<file path="src/verilog/rtes_pkg.sv">
package rtes_pkg;

   // Register indices; byte address is four times the index
   localparam logic [5:0] IDX_CONFIG     = 6'h0e;
   localparam logic [5:0] IDX_SOURCE     = 6'h0f;
   localparam logic [5:0] IDX_LIMIT      = 6'h10;
   localparam logic [5:0] IDX_DEBOUNCE   = 6'h11;
   localparam logic [5:0] IDX_IRQ_STATUS = 6'h20;
   localparam logic [5:0] IDX_IRQ_MASK   = 6'h21;

   // Values after reset
   localparam logic [3:0] RST_CONFIG   = 4'h0;
   localparam logic [7:0] RST_LIMIT    = 8'h00;
   localparam logic [7:0] RST_DEBOUNCE = 8'h01;
   localparam logic [2:0] RST_IRQ      = 3'h0;
   localparam logic [7:0] RST_SOURCE   = 8'h00;

   // Config field positions (detect enables sit at bits 0..2 per axis)
   localparam int unsigned CFG_DETECT_BASE = 0;
   localparam int unsigned CFG_HOLD_BIT    = 3;
   localparam int unsigned CFG_W           = 4;

   // Limit register fields
   localparam int unsigned LIM_STYLE_BIT = 7;
   localparam int unsigned LIM_CODE_W    = 7;
   localparam int unsigned LIMIT_SHIFT   = 8;   // Threshold is (code + 1) * 256

   // Source register fields: sign at 2*axis, trip at 2*axis+1
   localparam int unsigned SRC_SIGN_BASE = 0;
   localparam int unsigned SRC_TRIP_BASE = 1;
   localparam int unsigned SRC_STRIDE    = 2;
   localparam int unsigned SRC_ANY_BIT   = 6;

   // Operating modes presented on op_mode
   typedef enum logic [1:0] {
      MODE_STANDBY = 2'h0,
      MODE_READY   = 2'h1,
      MODE_ACTIVE  = 2'h2
   } rtes_mode_t;

   // Mode watcher states
   typedef enum logic [1:0] {
      WATCH_IDLE = 2'b01,
      WATCH_RUN  = 2'b10
   } rtes_watch_t;

endpackage

</file>
<file path="src/verilog/rtes_axis_if.sv">
`timescale 1ns/100ps
// Per-axis control and result bundle between the top and one detector
interface rtes_axis_if #(parameter int RATE_W = 16);
   logic                     sample_stb;
   logic                     restart;
   logic                     rd_clr;
   logic                     hold_on;
   logic                     detect_on;
   logic                     style;
   logic [7:0]               length;
   logic [6:0]               code;
   logic signed [RATE_W-1:0] rate;
   logic                     trip;
   logic                     sign;

   modport ctrl (output sample_stb, restart, rd_clr, hold_on, detect_on, style,
                 output length, code, rate, input trip, sign);
   modport axis (input sample_stb, restart, rd_clr, hold_on, detect_on, style,
                 input length, code, rate, output trip, sign);
endinterface

</file>
<file path="src/verilog/rtes_top.sv">
`timescale 1ns/100ps
module rtes_top #(
   parameter int RATE_W = 16                    // Rate sample width
) (
   input  wire logic                     pclk,       // APB clock, 20 MHz
   input  wire logic                     presetn,    // Async reset, active low
   input  wire logic [7:0]               paddr,      // APB byte address
   input  wire logic                     psel,       // APB select
   input  wire logic                     penable,    // APB enable
   input  wire logic                     pwrite,     // APB direction
   input  wire logic [31:0]              pwdata,     // APB write data
   output logic      [31:0]              prdata,     // APB read data
   output logic                          pready,     // APB ready
   output logic                          pslverr,    // APB error
   input  wire logic [1:0]               op_mode,    // Operating mode
   input  wire logic                     sample_stb, // One pulse per output sample
   input  wire logic signed [RATE_W-1:0] rate_x,     // X rate sample
   input  wire logic signed [RATE_W-1:0] rate_y,     // Y rate sample
   input  wire logic signed [RATE_W-1:0] rate_z,     // Z rate sample
   output logic                          irq         // Level interrupt
);
   localparam int NAX = 3;

   initial begin
      if (RATE_W < 16 || RATE_W > 24) $error("rtes_top: RATE_W out of range");
   end

   // Register hit on an aligned word
   function automatic logic reg_hit(input logic [7:0] addr, input logic [5:0] idx);
      reg_hit = (addr[7:2] == idx) && (addr[1:0] == 2'b00);
   endfunction

   // Software registers
   logic [rtes_pkg::CFG_W-1:0] cfg_ff;
   logic [7:0]                 lim_ff;
   logic [7:0]                 dbl_ff;
   logic [NAX-1:0]             irq_stat_ff;
   logic [NAX-1:0]             irq_mask_ff;
   logic [NAX-1:0]             trip_q_ff;
   logic [31:0]                prdata_ff;
   logic [7:0]                 src_word;
   logic [31:0]                rd_mux;
   logic [NAX-1:0]             trip_vec;
   logic [NAX-1:0]             sign_vec;
   logic                       restart;

   // Address decode
   wire sel_cfg   = reg_hit(paddr, rtes_pkg::IDX_CONFIG);
   wire sel_src   = reg_hit(paddr, rtes_pkg::IDX_SOURCE);
   wire sel_lim   = reg_hit(paddr, rtes_pkg::IDX_LIMIT);
   wire sel_dbl   = reg_hit(paddr, rtes_pkg::IDX_DEBOUNCE);
   wire sel_istat = reg_hit(paddr, rtes_pkg::IDX_IRQ_STATUS);
   wire sel_imask = reg_hit(paddr, rtes_pkg::IDX_IRQ_MASK);
   wire mapped    = sel_cfg | sel_src | sel_lim | sel_dbl | sel_istat | sel_imask;

   // Transfer phases; slave answers in the first access cycle
   wire setup     = psel & ~penable;
   wire access    = psel & penable;
   wire acc_wr    = access & pwrite & mapped;
   wire acc_rd    = access & ~pwrite & mapped;
   wire src_rd    = acc_rd & sel_src;

   // Configuration fields
   wire hold_on   = cfg_ff[rtes_pkg::CFG_HOLD_BIT];
   wire style     = lim_ff[rtes_pkg::LIM_STYLE_BIT];
   wire [6:0] code = lim_ff[rtes_pkg::LIM_CODE_W-1:0];

   // Entry into active mode
   rtes_mode_watch u_watch (
      .pclk    (pclk),
      .presetn (presetn),
      .op_mode (op_mode),
      .restart (restart)
   );

   // One detector per axis: 0 is X, 1 is Y, 2 is Z
   rtes_axis_if #(.RATE_W(RATE_W)) ax_if [NAX] ();
   wire signed [RATE_W-1:0] rate_vec [NAX];
   assign rate_vec[0] = rate_x;
   assign rate_vec[1] = rate_y;
   assign rate_vec[2] = rate_z;

   genvar g;
   generate
      for (g = 0; g < NAX; g++) begin : g_axis
         assign ax_if[g].sample_stb = sample_stb;
         assign ax_if[g].restart    = restart;
         assign ax_if[g].rd_clr     = src_rd;
         assign ax_if[g].hold_on    = hold_on;
         assign ax_if[g].detect_on  = cfg_ff[rtes_pkg::CFG_DETECT_BASE + g];
         assign ax_if[g].style      = style;
         assign ax_if[g].length     = dbl_ff;
         assign ax_if[g].code       = code;
         assign ax_if[g].rate       = rate_vec[g];
         assign trip_vec[g]         = ax_if[g].trip;
         assign sign_vec[g]         = ax_if[g].sign;

         rtes_axis #(.RATE_W(RATE_W)) u_axis (
            .pclk    (pclk),
            .presetn (presetn),
            .ax      (ax_if[g])
         );
      end
   endgenerate

   // Source register image; bit 7 stays zero
   always_comb begin
      src_word = rtes_pkg::RST_SOURCE;
      for (int i = 0; i < NAX; i++) begin
         src_word[rtes_pkg::SRC_SIGN_BASE + rtes_pkg::SRC_STRIDE*i] = sign_vec[i];
         src_word[rtes_pkg::SRC_TRIP_BASE + rtes_pkg::SRC_STRIDE*i] = trip_vec[i];
      end
      src_word[rtes_pkg::SRC_ANY_BIT] = |trip_vec;
   end

   // Read selection
   always_comb begin
      rd_mux = 32'h0000_0000;
      if (sel_cfg) begin
         rd_mux[rtes_pkg::CFG_W-1:0] = cfg_ff;
      end
      if (sel_src) begin
         rd_mux[7:0] = src_word;
      end
      if (sel_lim) begin
         rd_mux[7:0] = lim_ff;
      end
      if (sel_dbl) begin
         rd_mux[7:0] = dbl_ff;
      end
      if (sel_istat) begin
         rd_mux[NAX-1:0] = irq_stat_ff;
      end
      if (sel_imask) begin
         rd_mux[NAX-1:0] = irq_mask_ff;
      end
   end

   // Read data captured in setup, stable through access
   always_ff @(posedge pclk or negedge presetn) begin
      if (!presetn) begin
         prdata_ff <= 32'h0000_0000;
      end else if (setup && !pwrite) begin
         prdata_ff <= rd_mux;
      end
   end

   // Configuration writes; source register ignores writes
   always_ff @(posedge pclk or negedge presetn) begin
      if (!presetn) begin
         cfg_ff <= rtes_pkg::RST_CONFIG;
         lim_ff <= rtes_pkg::RST_LIMIT;
         dbl_ff <= rtes_pkg::RST_DEBOUNCE;
      end else if (acc_wr) begin
         if (sel_cfg) begin
            cfg_ff <= pwdata[rtes_pkg::CFG_W-1:0];
         end
         if (sel_lim) begin
            lim_ff <= pwdata[7:0];
         end
         if (sel_dbl) begin
            dbl_ff <= pwdata[7:0];
         end
      end
   end

   // Interrupt events: rising edge of any axis trip
   wire [NAX-1:0] trip_rise = trip_vec & ~trip_q_ff;
   wire [NAX-1:0] w1c       = (acc_wr && sel_istat) ? pwdata[NAX-1:0] : '0;
   wire [NAX-1:0] nxt_stat  = trip_rise | (irq_stat_ff & ~w1c);

   // Sticky status with set winning over clear, and mask
   always_ff @(posedge pclk or negedge presetn) begin
      if (!presetn) begin
         trip_q_ff   <= rtes_pkg::RST_IRQ;
         irq_stat_ff <= rtes_pkg::RST_IRQ;
         irq_mask_ff <= rtes_pkg::RST_IRQ;
      end else begin
         trip_q_ff   <= trip_vec;
         irq_stat_ff <= nxt_stat;
         if (acc_wr && sel_imask) begin
            irq_mask_ff <= pwdata[NAX-1:0];
         end
      end
   end

   // Bus answers
   assign prdata  = prdata_ff;
   assign pready  = 1'b1;
   assign pslverr = access & ~mapped;
   assign irq     = |(irq_stat_ff & irq_mask_ff);

endmodule // rtes_top

</file>
<file path="src/verilog/rtes_mode_watch.sv">
`timescale 1ns/100ps
module rtes_mode_watch (
   input  wire logic       pclk,     // Bus clock
   input  wire logic       presetn,  // Async reset, active low
   input  wire logic [1:0] op_mode,  // Current operating mode
   output logic            restart   // Pulse on entry to active
);
   rtes_pkg::rtes_watch_t state_ff;
   rtes_pkg::rtes_watch_t nxt_state;
   logic                  is_active;

   assign is_active = (op_mode == rtes_pkg::MODE_ACTIVE);

   // Standby or ready going to active restarts detection
   always_comb begin
      nxt_state = state_ff;
      restart   = 1'b0;
      case (state_ff)
         rtes_pkg::WATCH_IDLE: begin
            if (is_active) begin
               nxt_state = rtes_pkg::WATCH_RUN;
               restart   = 1'b1;
            end
         end
         rtes_pkg::WATCH_RUN: begin
            if (!is_active) begin
               nxt_state = rtes_pkg::WATCH_IDLE;
            end
         end
         default: nxt_state = rtes_pkg::WATCH_IDLE;
      endcase
   end

   always_ff @(posedge pclk or negedge presetn) begin
      if (!presetn) begin
         state_ff <= rtes_pkg::WATCH_IDLE;
      end else begin
         state_ff <= nxt_state;
      end
   end
endmodule // rtes_mode_watch

</file>
<file path="src/verilog/rtes_axis.sv">
`timescale 1ns/100ps
module rtes_axis #(
   parameter int RATE_W = 16          // Rate sample width
) (
   input  wire logic pclk,            // Bus clock
   input  wire logic presetn,         // Async reset, active low
   rtes_axis_if.axis ax               // Controls and results
);
   initial begin
      if (RATE_W < 16 || RATE_W > 24) $error("rtes_axis: RATE_W out of range");
   end

   logic [7:0]      cnt_ff;
   logic [7:0]      nxt_cnt;
   logic            live_ff;
   logic            nxt_live;
   logic            trip_ff;
   logic            sign_ff;
   wire             neg  = ax.rate[RATE_W-1];
   wire [RATE_W:0]  ext  = {neg, ax.rate};
   wire [RATE_W:0]  mag  = neg ? (RATE_W+1)'(-ext) : ext;
   wire [RATE_W:0]  lim  = ((RATE_W+1)'(ax.code) + (RATE_W+1)'(1)) << rtes_pkg::LIMIT_SHIFT;
   wire             above = (mag > lim);
   wire             clear = ax.restart | ~ax.detect_on;

   // Debounce counter, one step per output sample
   always_comb begin
      nxt_cnt  = cnt_ff;
      nxt_live = live_ff;
      if (ax.sample_stb) begin
         if (above) begin
            nxt_cnt  = (cnt_ff < ax.length) ? cnt_ff + 8'h01 : cnt_ff;
            nxt_live = live_ff | (nxt_cnt >= ax.length);
         end else begin
            nxt_cnt  = ax.style ? 8'h00 : ((cnt_ff != 8'h00) ? cnt_ff - 8'h01 : 8'h00);
            nxt_live = live_ff & (nxt_cnt != 8'h00);
         end
      end
   end

   wire rise     = nxt_live & ~live_ff;
   wire nxt_trip = ax.hold_on ? (rise | (trip_ff & ~ax.rd_clr)) : nxt_live;
   wire samp_neg = ax.sample_stb & neg;
   wire nxt_sign = ax.hold_on ? (samp_neg | (sign_ff & ~ax.rd_clr))
                              : (ax.sample_stb ? neg : sign_ff);

   // Detector state, cleared on restart or when disabled
   always_ff @(posedge pclk or negedge presetn) begin
      if (!presetn) begin
         cnt_ff  <= 8'h00;
         live_ff <= 1'b0;
         trip_ff <= 1'b0;
         sign_ff <= 1'b0;
      end else if (clear) begin
         cnt_ff  <= 8'h00;
         live_ff <= 1'b0;
         trip_ff <= 1'b0;
         sign_ff <= 1'b0;
      end else begin
         cnt_ff  <= nxt_cnt;
         live_ff <= nxt_live;
         trip_ff <= nxt_trip;
         sign_ff <= nxt_sign;
      end
   end

   assign ax.trip = trip_ff;
   assign ax.sign = sign_ff;
endmodule // rtes_axis

</file>
<file path="config.mk">
export PLATFORM = sky130hd
export DESIGN_NAME = rtes_top
export DESIGN_NICKNAME = d
export VERILOG_FILES = /design/src/verilog/rtes_pkg.sv /design/src/verilog/rtes_axis_if.sv /design/src/verilog/rtes_top.sv /design/src/verilog/rtes_mode_watch.sv /design/src/verilog/rtes_axis.sv
export SDC_FILE = /design/constraint.sdc
export NUM_CORES = 1
export LEC_CHECK = 0
export BUFFER_PORTS_ARGS = -buffer_cell sky130_fd_sc_hd__buf_2
export CORE_UTILIZATION = 51
export CTS_CLUSTER_DIAMETER = 100
export DETAILED_ROUTE_END_ITERATION = 8
export GPL_TIMING_DRIVEN = 1
export PLACE_DENSITY = 0.84
export SLEW_MARGIN = 5
export SYNTH_ARGS = -nofsm -noshare
export SYNTH_HDL_FRONTEND = slang
export SYNTH_SLANG_ARGS = --single-unit
</file>
<file path="constraint.sdc">
create_clock -name pclk -period 10.17 [get_ports pclk]
set_input_delay 1.5255 -clock pclk [delete_from_list [all_inputs] [get_ports pclk]]
set_output_delay 1.5255 -clock pclk [all_outputs]
set_load 0.02 [all_outputs]
</file>
==> metrics.txt, run 1 <==
die width 122.5 um; Synth Area in Compound Gates 21.68%; sequential element share of the synthesized area 24.37%; Min Hold Slack 417.6 ps; antenna viol nets, final 0; Least-Margin Pin Slew 1066 ps; CP arrival 5470 ps; clock latency on the worst-skew pair 340 ps; CP top delay family simple AND/OR/NAND/NOR gates; post-synthesis cell type count 85; routed vias 6966; leakage dissipation 3.728 nW; Post-DP HPWL 13.98 mm; top post-synthesis cells by area dfrtp_1, ha_1, o21ai_0; commonest non-fill, non-tap cell in the layout nand2_1; design area 8078 um2; Synth warnings 0; clk buf depth 2; Max-Cap Viols 0; unrepaired setup endpoints after global routing false; CTS tree yes; overall power 0.7895 mW; cells along the critical path buf_2, inv_1, ha_1, nor4b_1, nand2_1, o41ai_1, xnor2_1, ha_1, nand3_1, nor4_1, o2111ai_1, o22ai_2, nand4_1, nand2b_1, nand3_1, o21a_1; Final Skew 7.008 ps; WL/cell 16.90 um; core area 14040 um2; worst stage delay on the critical path 630 ps; Initial Utilization 52.72%; status completed; hold_buf cts 0; crit path capture type flip-flop; pwr dens 97.73 nW/um2; placed standard-cell area 7751 um2; pin count of the biggest net entering global routing 73; Peak VDD IR 0.00007210 V; Clock Pin Slew Worst Setup and Hold Paths 70 ps; sequential cell area 1804 um2; Slew HR 28.35%; Crit path required time 10450 ps; drt drc 0; crit path max-delay cell type o22ai_2; gr usage total 26.29%; area grow syn2layout 9.109%; global-route wire length before repair 31.17 mm; fmax 192.7 MHz; Final #Nets 1131; CTS H-tree depth 3; I/O pins 131; setup TNS 0 ps; initial DRC count 717; final hold vios 0; Seq cells post-synth 72; Vias/cell 6.121; worst-path maximum fanout 18; most frequent cells in the layout nand2_1, o21ai_0, ha_1, buf_2, dfrtp_1; setup slack at placement 4724 ps; antenna violations before repair 0; Top FF cell, synth dfrtp_1; Die Ht 122.5 um; Post-synth EDFFs 0; worst setup margin 4981 ps; Post-Syn Area 7403 um2; Async SR Flop Fraction 100.0%; total gr overflow 0; cell taking the most area after synthesis dfrtp_1; final number of max-transition violations 0; simple-gate area share of the yosys netlist 21.48%; multiplexer share of the synthesized area 4.073%; layout cells sized above 1 15.03%; TritonRoute pass-1 iters 5; Row Count 43; worst min path class flip-flop to flip-flop; Final period util 51.02%; Buf/Inv on CP 2; main combinational cell family by area after synthesis compound AO/OA/AOI/OAI gates; number of global-route vias before repair 6387; Sinks on Clock Net 72; Port Buffer Count 81; number of diodes 0; Post-Synth XOR/XNOR Area 7.453%; total CTS buffers 9; final setup violation count 0; Worst setup SP type primary input; aggregate routed wire length 19.23 mm; die area 15000 um2; WS Path Type primary input to flip-flop; Root Buffer clkbuf_16; Syn Inst Count 901; total setup buffers inserted after CTS 0; Resized Gates After CTS 0; top-area cell type share of the netlist area 23.66%; crit path time final 5189 ps; filler cell count 1256; Final GP Congestion 0.8873; area share of fa/ha/maj cells after synthesis 13.86%; footprint of the multi-input gates 5175 um2; Mapped Avg Cell Area 8.217 um2
[logic make-up after synthesis]
group	after synthesis
mux	28
other cells	2
compound gates	244
xor+xnor	63
fa+ha+maj	82
simple gates	311
flops	72
buf+inv	99
[routing by layer]
layer  global-route usage [%]  up-vias  wire length, um
met5                        0        -                0
met4                    7.851        0              342
met3                    4.089       31             1130
met2                    44.21      274             9272
met1                    34.58     3307             8484
li1                         -     3354                -
[synthesized netlist by cell type, types with 8 or more instances]
| cell type | n |
|---|---|
| a211oi_1 | 9 |
| a21oi_1 | 42 |
| a22oi_1 | 9 |
| a31oi_1 | 9 |
| and3_1 | 13 |
| buf_4 | 26 |
| clkbuf_1 | 26 |
| dfrtp_1 | 70 |
| ha_1 | 82 |
| inv_1 | 35 |
| mux2_2 | 17 |
| mux2i_1 | 11 |
| nand2_1 | 96 |
| nand2b_1 | 15 |
| nand3_1 | 31 |
| nand4_1 | 12 |
| nor2_1 | 55 |
| nor2b_1 | 8 |
| nor3_1 | 25 |
| o21ai_0 | 82 |
| o31ai_1 | 11 |
| o41ai_1 | 8 |
| xnor2_1 | 40 |
| xor2_1 | 23 |
[report_power, final]
part | switching, mW | internal (mW) | total, mW | leakage (nW)
combinational | 0.0901 | 0.0523 | 0.142 | 2.63
sequential | 0.00339 | 0.290 | 0.293 | 0.942
clock | 0.136 | 0.217 | 0.354 | 0.153
total | 0.230 | 0.560 | 0.789 | 3.73
[worst paths after layout]
| kind | start | to | slack, ps | depth (start not counted) |
|---|---|---|---|---|
| min in group asynchronous | presetn | g_axis[2].u_axis.cnt_ff[4]$_DFFE_PN0P_ | 1330 | 1 |
| max in group asynchronous | presetn | cfg_ff[2]$_DFFE_PN0P_ | 8230 | 1 |
| max | rate_z[1] | g_axis[2].u_axis.cnt_ff[3]$_DFFE_PN0P_ | 4980 | 16 |
| min reg2reg | trip_q_ff[0]$_DFF_PN0_ | irq_stat_ff[0]$_DFF_PN0_ | 420 | 1 |
| min | trip_q_ff[0]$_DFF_PN0_ | irq_stat_ff[0]$_DFF_PN0_ | 420 | 1 |
| max reg2reg | ax_if[0].length[5]$_DFFE_PN0P_ | g_axis[2].u_axis.ax.trip$_DFF_PN0_ | 6190 | 15 |
[per-stage QoR]
stage / util [%] / cells
2_1_floorplan: - / 924
3_3_place_gp: 55.20 / 1122
6_report: 57.52 / 1138
4_1_cts: 57.52 / 1138
5_1_grt: 57.52 / 1138
3_5_place_dp: 55.20 / 1122
[layout make-up]
class,count,share of cell area (%)
clock buffers,9,2.788
clock inverters,7,1.255
inverters,35,1.626
multi-input cells,753,64.06
flip-flops and latches,72,22.34
well taps,180,2.788
repair buffers,82,5.142
[state kept, by name, summed over array words and instances, names as in the netlist, 4 cells and up]
name and cells:
prdata 8, ax_if.length 8, g_axis.u_axis.cnt_ff 24, lim_ff 8
cfg_ff 4
Note: power is estimated with default switching activity, not from simulation.
==> run 2: changes to the inputs <==
==> constraint.sdc (replaced) <==
create_clock -name pclk -period 5 [get_ports pclk]
set_input_delay 0.75 -clock pclk [delete_from_list [all_inputs] [get_ports pclk]]
set_output_delay 0.75 -clock pclk [all_outputs]
set_load 0.02 [all_outputs]
==> run 2 against run 1 <==
  * Combinational power increased by 100%
  * Highest routed layer unchanged
  * Largest power group unchanged
  * Final cell count hardly changed
  * Sequential share of layout area barely moved
  * Wire length shrank 1.0%
  * Via count rose by 1.0%
  * Critical endpoint is now g_axis[0].u_axis.ax.trip$_DFF_PN0_
  * Clock power rose by 94%
  * First-iteration DRC count down 10%
==> metrics.txt, run 2 (synthesized netlist as in run 1, its figures left out) <==
status completed; Final period util 85.61%; worst-path maximum fanout 16 (-2); WS Path Type primary input to flip-flop; crit path capture type flip-flop; area grow syn2layout 9.008% (about the same); worst min path class flip-flop to flip-flop; Slew HR 30.68% (+2.3 points); setup TNS 0 ps (unchanged); number of diodes 0 (unchanged); Row Count 43 (unchanged); pwr dens 194.8 nW/um2 (+99%); Resized Gates After CTS 0 (unchanged); Hold Path Depth 1 (unchanged); antenna viol nets, final 0 (unchanged); CTS H-tree depth 3 (unchanged); aggregate routed wire length 19.03 mm (-1.0%); final setup violation count 0 (unchanged); core area 14040 um2 (unchanged); CTS tree yes; die width 122.5 um (unchanged); Peak VDD IR 0.0002368 V (+230%); Final Skew 7.829 ps (+0.8209 ps); final number of max-transition violations 0 (unchanged); Die Ht 122.5 um (unchanged); Top reg by flops g_axis.u_axis.cnt_ff; final hold vios 0 (unchanged); unrepaired setup endpoints after global routing false; hold path endpoint irq_stat_ff[2]$_DFF_PN0_; total gr overflow 0 (unchanged); Max-Cap Viols 0 (unchanged); Port Buffer Count 81 (unchanged); Final GP Congestion 0.9001 (+1.4%); Vias/cell 6.178 (+0.93%); die area 15000 um2 (unchanged); hold_buf cts 0 (unchanged); Final #Nets 1132 (+0.088%); TritonRoute pass-1 iters 5 (unchanged); fmax 233.6 MHz; number of global-route vias before repair 6421 (+0.53%); Worst Hold Launch trip_q_ff[2]$_DFF_PN0_; crit path time final 4280 ps; initial DRC count 642 (-10%); drt drc 0 (unchanged); total CTS buffers 9 (unchanged); clock latency on the worst-skew pair 350 ps (about the same); total setup buffers inserted after CTS 0 (unchanged); CP arrival 4500 ps (-970 ps); sequential cell area 1804 um2 (unchanged); Worst R2R End g_axis[2].u_axis.ax.trip$_DFF_PN0_; I/O pins 131 (unchanged); Largest register FFs 24 (unchanged); routed vias 7037 (+1.0%); Post-DP HPWL 14.09 mm (+0.75%); commonest non-fill, non-tap cell in the layout nand2_1; Crit path required time 5220 ps (-5230 ps); leakage dissipation 3.731 nW (about the same); Sinks on Clock Net 72 (unchanged); clk buf depth 2 (unchanged); pin count of the biggest net entering global routing 73 (unchanged); footprint of the multi-input gates 5175 um2 (unchanged); Least-Margin Pin Slew 1031 ps (-34.73 ps); Worst Reg2Reg Path Length in Cells 15 (unchanged); most frequent cells in the layout nand2_1, o21ai_0, ha_1, buf_2, dfrtp_1; layout cells sized above 1 15.12% (+0.089 points); gr usage total 26.55% (+0.26 points); WL/cell 16.71 um (-1.1%); reg2reg start ax_if[0].length[5]$_DFFE_PN0P_; global-route wire length before repair 31.51 mm (+1.1%); filler cell count 1254 (-0.16%); Initial Utilization 52.72% (unchanged); Clock Pin Slew Worst Setup and Hold Paths 60 ps (about the same); Worst setup SP type primary input; Root Buffer clkbuf_16; setup slack, reg-to-reg 880 ps (-5310 ps); antenna violations before repair 0 (unchanged); Min Hold Slack 421.0 ps (+3.394 ps)
[run 2: final cells by class]
type,count,share of cell area [%]
multi-input combinational,753,64.12
clock inverter,7,1.070
tap,180,2.791
sequential,72,22.36
clock buffer,9,2.791
inverter,35,1.628
timing repair buffer,83,5.240
[run 2: worst max path at each step]
stage | startpoint | end | slack [ps] | depth (start not counted)
5_1_grt | rate_z[1] | g_axis[2].u_axis.cnt_ff[2]$_DFFE_PN0P_ | 380 | 16
3_3_place_gp | rate_y[0] | g_axis[1].u_axis.cnt_ff[0]$_DFFE_PN0P_ | 620 | 17
3_5_place_dp | rate_x[4] | g_axis[0].u_axis.ax.trip$_DFF_PN0_ | 470 | 15
2_1_floorplan | rate_y[0] | g_axis[1].u_axis.cnt_ff[0]$_DFFE_PN0P_ | 1210 | 17
6_report | rate_x[4] | g_axis[0].u_axis.ax.trip$_DFF_PN0_ | 720 | 15
4_1_cts | rate_x[4] | g_axis[0].u_axis.ax.trip$_DFF_PN0_ | 830 | 15
[run 2: per-layer routing]
metal / wire length (um) / up-vias / GRT usage, % / part of all wire (%)
li1: - / 3356 / - / -
met1: 8545 / 3349 / 35.37 / 45
met4: 336 / 0 / 6.784 / 1.8
met2: 8974 / 295 / 43.86 / 47
met5: 0 / - / 0 / 0
met3: 1177 / 37 / 5.158 / 6.2
[run 2: report_power, final]
group	internal, mW	leakage [nW]	switching (mW)
Sequential	0.589	0.942	0.00687
Combinational	0.108	2.64	0.182
Clock	0.397	0.150	0.288
Total	1.09	3.73	0.477
[run 2: stage by stage]
stage	worst slack, ps	utilization (%)	instance area (um2)	power, mW	cells
2_1_floorplan	1206	-	7490	0.8128	924
3_3_place_gp	621.1	55.25	7759	0.8849	1123
3_5_place_dp	465.5	55.25	7759	0.8933	1123
4_1_cts	829.8	57.47	8070	1.573	1139
5_1_grt	384.3	57.47	8070	1.642	1139
6_report	719.7	57.47	8070	1.572	1139
[run 2: worst max-delay path, cell delays in order]
cell and delay [ps]:
buf_2 140, nor4_2 300, nand2_1 120, or3_1 390
o31ai_1 270, xnor2_1 160, ha_1 260, a21oi_1 130
o21ai_0 120, a2111oi_0 600, o21ba_2 280, a21o_2 280
a41oi_1 190, o21ai_0 400, a21oi_1 120
